`src/design/rpr_cfg.svh`:
```
// Constants for the registered output bank: widths, grade encodings, timing.
// Assumes a 20 MHz system clock; included by bare name.
`ifndef RPR_CFG_SVH
`define RPR_CFG_SVH
`define RPR_NUM_REGS        8
`define RPR_CLK_PERIOD_NS   50
`define RPR_PWRUP_CLEAR_NS  1000
`define RPR_PWRUP_CYCLES    (`RPR_PWRUP_CLEAR_NS / `RPR_CLK_PERIOD_NS)
`define RPR_SYNC_STAGES     2
`define RPR_GRADE_FAST      1'h0
`define RPR_GRADE_SECOND    1'h1
`endif

```
`src/design/rpr_pkg.sv`:
```
// Types for the registered output bank.
// Assumes rpr_cfg.svh is on the include path.
`include "rpr_cfg.svh"
package rpr_pkg;
  // Three-level pin sense as seen after comparators
  typedef struct packed {
    logic super_level_voltage;
    logic preload_high_level;
  } rpr_level_s;
  typedef enum logic [1:0] {
    RPR_RESET,
    RPR_RUN,
    RPR_PRELOAD
  } rpr_state_e;
endpackage

```
`src/design/rpr_bank.sv`:
```
// Registered output bank with power-up clear and test preload.
// Assumes pin levels arrive pre-sensed as super and high comparator bits.
`timescale 1ns/1ps
`default_nettype none
`include "rpr_cfg.svh"
module rpr_bank
  import rpr_pkg::*;
#(
  parameter int          N     = `RPR_NUM_REGS,
  parameter logic        GRADE = `RPR_GRADE_FAST
) (
  input  wire logic             clk,
  input  wire logic             srst,
  input  wire logic             dev_clk,
  input  wire logic             oe_n,
  input  wire rpr_level_s       ctrl_pin,
  input  wire rpr_level_s [N-1:0] pin_in,
  input  wire logic [N-1:0]     next_state,
  output logic      [N-1:0]     pin_out,
  output logic      [N-1:0]     pin_oe,
  output logic      [N-1:0]     flop_q,
  output logic                  ready
);
  localparam int PW = 2 * N + 4;
  localparam int CW = $clog2(`RPR_PWRUP_CYCLES + 1);
  localparam logic [CW-1:0] CLR_LAST = CW'(`RPR_PWRUP_CYCLES - 1);
  localparam int PCW = CW + 1; // Spare bit so the check counter saturates past the clear
  localparam logic [PCW-1:0] PWR_MAX = '1;

  logic [PW-1:0]    raw;
  logic [PW-1:0]    syn;
  rpr_level_s [N-1:0] pin_s;
  rpr_level_s       ctrl_s;
  logic             oe_n_s;
  logic             dclk_s;
  logic             dclk_d;
  logic             ctrl_d;
  rpr_state_e       state;
  logic [CW-1:0]    clr_cnt;
  logic [N-1:0]     pin_high;
  logic [N-1:0]     pin_super;
  logic             cap_edge;
  logic [PCW-1:0]   pwr_cnt;

  // Every pin is foreign to clk, so all of them pass two flops
  assign raw = {pin_in, ctrl_pin, oe_n, dev_clk};
  rpr_sync #(.W(PW)) u_sync (
    .clk  (clk),
    .srst (srst),
    .d    (raw),
    .q    (syn)
  );
  assign dclk_s = syn[0];
  assign oe_n_s = syn[1];
  assign ctrl_s = syn[3:2];
  assign pin_s  = syn[PW-1:4];

  // Per-pin comparator bits, split out for the checks
  always_comb begin
    for (int k = 0; k < N; k++) begin
      pin_high[k]  = pin_s[k].preload_high_level;
      pin_super[k] = pin_s[k].super_level_voltage;
    end
  end

  // Falling back of a super pulse with outputs off; only the second grade captures on it
  assign cap_edge = (GRADE == `RPR_GRADE_SECOND) && oe_n_s && ctrl_d && !ctrl_s.super_level_voltage;

  // Decode of a forced pin into the value it preloads
  function automatic logic preload_bit(input rpr_level_s lv);
    if (GRADE == `RPR_GRADE_FAST)
      preload_bit = ~lv.super_level_voltage;
    else
      preload_bit = lv.preload_high_level;
  endfunction

  // Edge history of device clock and control pin
  always_ff @(posedge clk) begin
    if (srst) begin
      dclk_d <= 1'h0;
      ctrl_d <= 1'h0;
    end else begin
      dclk_d <= dclk_s;
      ctrl_d <= ctrl_s.super_level_voltage;
    end
  end

  // Mode sequencing; srst stands in for power being applied
  always_ff @(posedge clk) begin
    if (srst) begin
      state   <= RPR_RESET;
      clr_cnt <= '0;
    end else begin
      unique case (state)
        RPR_RESET: begin
          // Clear lasts the power-up time, synchronous like the real one
          if (clr_cnt == CLR_LAST) state <= RPR_RUN;
          clr_cnt <= clr_cnt + CW'(1);
        end
        RPR_RUN: begin
          // Fast grade enters only with outputs already disabled
          if (GRADE == `RPR_GRADE_FAST && oe_n_s && ctrl_s.super_level_voltage)
            state <= RPR_PRELOAD;
        end
        RPR_PRELOAD: begin
          if (!ctrl_s.super_level_voltage) state <= RPR_RUN;
        end
      endcase
    end
  end

  // Cycles since power came up, saturating; only the clear-length check reads it
  always_ff @(posedge clk) begin
    if (srst) begin
      pwr_cnt <= '0;
    end else if (pwr_cnt != PWR_MAX) begin
      pwr_cnt <= pwr_cnt + PCW'(1);
    end
  end

  // Flip-flop bank, one per registered output
  for (genvar i = 0; i < N; i++) begin : g_flop
    always_ff @(posedge clk) begin
      if (srst || state == RPR_RESET) begin
        flop_q[i] <= 1'h0;
      end else if (state == RPR_PRELOAD) begin
        flop_q[i] <= preload_bit(pin_s[i]);
      end else if (cap_edge) begin
        // Captured at the falling back of the super pulse
        flop_q[i] <= preload_bit(pin_s[i]);
      end else if (dclk_s && !dclk_d) begin
        flop_q[i] <= next_state[i];
      end
    end
  end

  // Inverting output stage; disabled by oe_n, during reset, and in preload
  always_ff @(posedge clk) begin
    if (srst) begin
      pin_out <= '1;
      pin_oe  <= '0;
    end else begin
      pin_out <= ~flop_q;
      pin_oe  <= {N{!oe_n_s && state == RPR_RUN}};
    end
  end

  assign ready = (state != RPR_RESET);

  // Checks
  a_clear_after_reset: assert property (@(posedge clk) disable iff (srst)
    $rose(ready) |-> flop_q == '0) else $error("flops not cleared at end of reset");
  a_output_inverts: assert property (@(posedge clk) disable iff (srst)
    ##1 pin_out == ~$past(flop_q)) else $error("output stage not inverting");
  a_edge_loads: assert property (@(posedge clk) disable iff (srst)
    (state == RPR_RUN && dclk_s && !dclk_d && !(oe_n_s && ctrl_d)) |=> flop_q == $past(next_state))
    else $error("rising edge did not load next state");
  a_no_edge_hold: assert property (@(posedge clk) disable iff (srst)
    (state == RPR_RUN && !(dclk_s && !dclk_d) && !ctrl_d) |=> $stable(flop_q))
    else $error("flops changed without clock edge");
  a_preload_entry: assert property (@(posedge clk) disable iff (srst)
    (state == RPR_PRELOAD) |-> $past(oe_n_s)) else $error("preload entered with outputs enabled");
  a_preload_disabled: assert property (@(posedge clk) disable iff (srst)
    (state == RPR_PRELOAD) |=> pin_oe == '0) else $error("pins driven during preload");
  a_reset_length: assert property (@(posedge clk)
    $fell(srst) |-> !ready [*8]) else $error("power-up clear too short");
  a_output_inverted_load: assert property (@(posedge clk) disable iff (srst)
    (flop_q[0] && state == RPR_RUN) |-> ##2 (!pin_out[0] || !$past(flop_q[0])))
    else $error("high flop not shown low");

  // Power-up clear: length, hold-off and the pin image it leaves
  a_clear_length: assert property (@(posedge clk) disable iff (srst)
    $rose(ready) |-> pwr_cnt == PCW'(`RPR_PWRUP_CYCLES))
    else $error("power-up clear length wrong");
  a_ready_stays: assert property (@(posedge clk) disable iff (srst)
    ready |=> ready)
    else $error("ready dropped without reset");
  a_clear_holds: assert property (@(posedge clk) disable iff (srst)
    !ready |=> flop_q == '0)
    else $error("flops loaded during power-up clear");
  a_pins_high_clear: assert property (@(posedge clk) disable iff (srst)
    !ready |=> pin_out == '1)
    else $error("pins not high during power-up clear");

  // Preload entry, contents and exit
  a_entry_disabled: assert property (@(posedge clk) disable iff (srst)
    (state == RPR_RUN && !oe_n_s) |=> state != RPR_PRELOAD)
    else $error("preload mode taken while outputs enabled");
  a_oe_off: assert property (@(posedge clk) disable iff (srst)
    oe_n_s |=> pin_oe == '0)
    else $error("pins driven while output enable is high");
  a_fast_contents: assert property (@(posedge clk) disable iff (srst)
    (GRADE == `RPR_GRADE_FAST && state == RPR_PRELOAD) |=> flop_q == ~$past(pin_super))
    else $error("fast preload loaded wrong level");
  a_exit_preload: assert property (@(posedge clk) disable iff (srst)
    (state == RPR_PRELOAD && !ctrl_s.super_level_voltage) |=> state == RPR_RUN)
    else $error("preload not left when control pin dropped");
  a_second_capture: assert property (@(posedge clk) disable iff (srst)
    (cap_edge && ready) |=> flop_q == $past(pin_high))
    else $error("second-grade capture loaded wrong level");

  // Main scenarios
  c_reset_done:   cover property (@(posedge clk) $rose(ready));
  c_preload:      cover property (@(posedge clk) state == RPR_PRELOAD ##1 state == RPR_RUN);
  c_clock_load:   cover property (@(posedge clk) state == RPR_RUN && dclk_s && !dclk_d);
  c_second_cap:   cover property (@(posedge clk) cap_edge && ready);
  c_outputs_on:   cover property (@(posedge clk) $rose(pin_oe[0]));
endmodule
`default_nettype wire

```
`src/design/rpr_sync.sv`:
```
// Two-stage synchroniser for a bus of pin levels.
// Assumes the inputs come from outside the clock domain.
`timescale 1ns/1ps
`default_nettype none
module rpr_sync #(
  parameter int W = 1
) (
  input  wire logic         clk,
  input  wire logic         srst,
  input  wire logic [W-1:0] d,
  output logic      [W-1:0] q
);
  logic [W-1:0] meta;

  // First stage feeds only the second
  always_ff @(posedge clk) begin
    if (srst) begin
      meta <= '0;
      q    <= '0;
    end else begin
      meta <= d;
      q    <= meta;
    end
  end
endmodule
`default_nettype wire

```
`config.mk`:
```
export PLATFORM = sky130hd
export DESIGN_NAME = rpr_bank
export DESIGN_NICKNAME = d
export VERILOG_FILES = /design/src/design/rpr_pkg.sv /design/src/design/rpr_bank.sv /design/src/design/rpr_sync.sv
export VERILOG_INCLUDE_DIRS = /design/src /design/src/design
export SDC_FILE = /design/constraint.sdc
export NUM_CORES = 1
export LEC_CHECK = 0
export ABC_CLOCK_PERIOD_IN_PS = 2500
export BUFFER_PORTS_ARGS = -buffer_cell sky130_fd_sc_hd__buf_2
export CORE_MARGIN = 2
export CORE_UTILIZATION = 45
export DETAILED_ROUTE_END_ITERATION = 8
export PLACE_DENSITY = 0.69
export SLEW_MARGIN = 20
export SYNTH_ARGS = -nofsm -noshare
export SYNTH_HDL_FRONTEND = slang
export SYNTH_HIERARCHICAL = 1
export SYNTH_SLANG_ARGS = --single-unit
```
`constraint.sdc`:
```
create_clock -name clk -period 2.5 [get_ports clk]
set_input_delay 0.25 -clock clk [delete_from_list [all_inputs] [get_ports clk]]
set_output_delay 0.25 -clock clk [all_outputs]
set_load 0.02 [all_outputs]
```
[Yosys cells after proc, flatten, opt, wreduce, memory -nomap -nowiden]
Cells that the tools add are included.
Storage, ports and cells
  flip-flop bits (word level): 65
  input port bits: 30
  output and inout port bits: 25
  logic and storage cells: 61
Cells by class
  add/subtract/negate cells: 1
  eq/ne operators: 6
  mux-type cells: 20
  bitwise gates (word level): 9
  reduce and logical (&&, ||, !) cells: 10
Operator list (count)
  two-way mux 1 bit: 16
  inverter 1 bit: 8
  inverter 8 bit: 1
  two-way mux 2 bit: 3
  inequality test 2 bit (second input constant): 3
  one-hot mux 2 bit (3 select lines): 1
  adder 5 x 1 -> 5 bit (second input constant): 1
  == test 5 bit (second input constant): 1
  nonzero test 2 bit: 2
  logical AND 1 bit: 3
  AND reduction 3 bit: 1
  == test 2 x 1 -> 1 bit (second input constant): 1
  == test 2 bit (second input constant): 1
  zero test 1 bit: 2
  zero test 2 bit: 1
  logical OR 1 bit: 1

[Depth between registers and ports, before layout]
  word-level depth: 4
  mapped depth: 5
  depth with buffers taken out: 4

[By module]
Netlist, hierarchy kept.
Modules (own cells, without submodules)
  rpr_sync: instances 1, cells each 84, area an instance 1156.1 um^2, seq. area each 800.8 um^2
  rpr_bank: instances 1, cells each 115, area an instance 1121.1 um^2, seq. area each 500.5 um^2

[Worst setup path before layout]
Ideal clock, no wire load.
  kind: register to register
  start point: reg clr_cnt[0]
  end point: reg clr_cnt[4]
  setup time: 121 ps
  data arrival time: 1246 ps
  data required time: 2379 ps
  path slack: 1134 ps
  stages on the path, launching flop included: 5
  buffers on the path: 0
  clock period less this slack: 1366 ps
  path through: dfxtp_1 > ha_1 > nor3b_1 > and3_1 > mux2_2
On the way
  word-level cells in the longest chain between the ends: 1
Ends and longest elaborated chain
  from (decl): RTL line rpr_bank.sv:39  | logic [CW-1:0] clr_cnt;
  from (signal assigned): RTL line rpr_bank.sv:98  | clr_cnt <= clr_cnt + CW'(1);
  adder 5 x 1 -> 5 bit: RTL line rpr_bank.sv:98
No other way between the ends.
A chain may end at the register's enable or synchronous reset.

[Final worst setup path]
  start point: reg state[1]
  end point: reg flop_q[6]
On the way
  word-level cells in the longest chain between the ends: 2
  elaborated cells between the ends (all ways): 5
  classes of those cells: eq/ne: 1; mux: 1; reduce/logical: 3
Ends and longest elaborated chain
  from (decl): RTL line rpr_bank.sv:38  | rpr_state_e state;
  from (signal assigned): RTL line rpr_bank.sv:91  | state <= RPR_RESET;
  from (signal assigned): RTL line rpr_bank.sv:97  | if (clr_cnt == CLR_LAST) state <= RPR_RUN;
  from (signal assigned): RTL line rpr_bank.sv:103  | state <= RPR_PRELOAD;
  == test 2 bit / zero test 2 bit (equally long branches): RTL line rpr_bank.sv:126, rpr_bank.sv:124
  two-way mux 1 bit (tied with other cells): RTL line rpr_bank.sv:126  | end else if (state == RPR_PRELOAD) begin
  to (signal, indexed assignment): RTL line rpr_bank.sv:127  | flop_q[i] <= preload_bit(pin_s[i]);
  to (signal, indexed assignment): RTL line rpr_bank.sv:130  | flop_q[i] <= preload_bit(pin_s[i]);
  to (signal, indexed assignment): RTL line rpr_bank.sv:132  | flop_q[i] <= next_state[i];
  to (decl): RTL line rpr_bank.sv:21  | output logic [N-1:0] flop_q,
Parallel ways exist; a longest one is shown, timed or not.

==> flow_summary.toml <==
[cts]
cts_inserted_buffers = 5
cts_root_buf = "sky130_fd_sc_hd__clkbuf_8"
htree_levels = 2
cts_hold_repair.buffers = 0
clk-insertion-delay-late_ns = 0.29
clk_transition_reported_paths_ns = 0.08
clock_sinks = 47
clock_path_buffers = 2
tritoncts = "yes"
post_cts_repair_timing_setup_buffer_count = 0
cts_repair_resize_count = 0

[sta]
setup_tns_ns = 0
final_max_slew_viol_count = 0
min_period_ns = 1.744
timing.clock.skew_ns = 0.009650
final_hold_violating_endpoints = 0
whs_ns = 0.1654
setup_viol = 0
rsz0062_at_grt = "no"
worst_slew_pin_slew_ns = 0.6106
min_period_over_period = 0.6977
maxSlewHeadroom = 0.5911
max_freq_mhz = 573.3

[synthesis]
netlist_area_um2 = 1769
synthesis.area_per_instance_um2 = 10.85
postSynthCellCount = 163
count_of_warnings_emitted_by_yosys = 6
synth_fp_nets = 194

[die]
die_extent_in_y_um = 66.70
rows = 22
core_area_um2 = 3716
boundary_pins = 55
die_outline_width_um = 66.70
die_area_um2 = 4449
start_util = 0.4761

[placement]
hpwlAfterDp_um = 1967
routabilityCongestion = 0.6662
dpl-instance-area_um2 = 1929
numPortBuffers = 45

[min_path]
holdCritPathClass = "in2reg"
worst_hold_startpoint = "oe_n"

[routing]
detail-route-antenna-nets = 0
route.final.wire_length_um = 2646
route.detailed.vias_per_inst = 4.500
drt_first_pass_iters = 4
initial_drc_count = 34
dr_total_vias = 1107
post-route-drc-count = 0
wire_per_inst_um = 10.76

[cells_and_area]
design.final.nets = 228
final_cell_area_um2 = 2047
seqCellArea_um2 = 940.9
layout_cell_share_with_drive_strength_beyond_1 = 0.4091
multi_input_comb_area_um2 = 688.2
antenna-diode-count = 0
flow.area_growth_from_synthesis_pct = 15.70
filler_cell_count = 360

[pwr]
share_comb_of_total_power = 0.047
netSwitchingPower_uw = 267.0
clkPwrFrac = 0.396
switching_share = 0.1916
pwr-share-seq = 0.557
cellPowerDensity_nw_per_um2 = 680.9
vdd_ir_drop_max_mv = 0.3205
cellLeakagePower_uw = 0.0008577
power.internal_uw = 1127

[global_routing]
grt_overflow_total = 0
grt_util_met3 = 0.05574
global_route.peak_usage_layer = "met2"
use_met1 = 0.1442
grt_start_max_net_pins = 29
grt_pass1_vias = 1013
global_route.usage.met2 = 0.2238
antenna_found_initial = 0
grt_pass1_wl_um = 4291
track_usage = 0.1322

[setup_path]
setup.worst_path.end_class = "flop"
worstSetupStartpointType = "flop"
critPathKind = "reg2reg"
crit_path_max_fanout = 19
startpoint = "state[1]$_SDFFE_PP0P_"
crit-reg2reg-launch = "state[1]$_SDFFE_PP0P_"
cp_data_required_time_ns = 2.65
timing.critical_path.arrival_ns = 1.89

[run]
max_cap_viols = 0

[run_status]
status = "finished clean"
==> cells in the final DEF (no fill, tap or decap), types with 2 or more instances in the layout <==
cell and n:
sky130_fd_sc_hd__nand2_1 11, sky130_fd_sc_hd__nor2_1 3, sky130_fd_sc_hd__xnor2_1 2, sky130_fd_sc_hd__nor3b_1 3
sky130_fd_sc_hd__nor3_1 8, sky130_fd_sc_hd__dfxtp_1 47, sky130_fd_sc_hd__and3_1 2, sky130_fd_sc_hd__nor2b_2 17
sky130_fd_sc_hd__nand2b_1 11, sky130_fd_sc_hd__a311oi_2 8, sky130_fd_sc_hd__nor2b_1 10, sky130_fd_sc_hd__a21oi_1 4
sky130_fd_sc_hd__clkbuf_8 6, sky130_fd_sc_hd__or2b_1 6, sky130_fd_sc_hd__buf_2 45, sky130_fd_sc_hd__inv_1 2
sky130_fd_sc_hd__or2_1 2
==> through the flow <==
| step | utilization | power, µW | setup slack [ns] | instances |
|---|---|---|---|---|
| floorplan | - | 841.6 | 1.134 | 163 |
| global placement | 0.5192 | 856.9 | 0.8067 | 238 |
| detailed placement | 0.5192 | 860.4 | 0.7203 | 238 |
| CTS | 0.5508 | 1407 | 0.7003 | 246 |
| global route | 0.5508 | 1456 | 0.6189 | 246 |
| finish | 0.5508 | 1394 | 0.7557 | 246 |
==> flip-flops by register name (all words and copies together) (netlist names) <==
signal / flops
state: 2
pin_out: 8
flop_q: 8
u_sync/meta: 11
clr_cnt: 5
dclk_d: 1
u_sync/q: 11
pin_oe: 1
==> per-layer routing <==
layer,wire length (µm),vias to the layer above
li1,-,589
met1,1125,478
met2,1281,35
met3,201,5
met4,36,0
met5,0,-
==> path summary, 6_finish.rpt <==
check / to / slack (ns) / cells after the start
min reg2reg: pin_out[2]$_SDFF_PP1_ / 0.41 / 1
min: u_sync/meta[1]$_SDFF_PP0_ / 0.17 / 2
max reg2reg: flop_q[6]$_SDFFE_PP0P_ / 0.76 / 3
max: flop_q[6]$_SDFFE_PP0P_ / 0.76 / 3
==> critical path, cell delays in order, from the launching register on <==
cell	delay, ns
sky130_fd_sc_hd__dfxtp_1	0.44
sky130_fd_sc_hd__nor2b_2	0.57
sky130_fd_sc_hd__or2_1	0.44
sky130_fd_sc_hd__a311oi_2	0.16
==> final cells by class <==
type,count,area share
inverter,2,0.003667
tap,48,0.02934
sequential,47,0.4597
multi-input combinational,95,0.3362
clock buffer,6,0.04034
clock inverter,2,0.01711
timing repair buffer,46,0.1137
==> power groups by stage <==
stage	sequential, µW	clock (µW)	combinational, µW
final	777	552	65.3
after global routing	779	604	74.0
after CTS	777	564	66.5
after detailed placement	794	0	66.2
after global placement	793	0	63.5
after floorplan	792	0	49.7
Note: power is estimated with default switching activity, not from simulation.
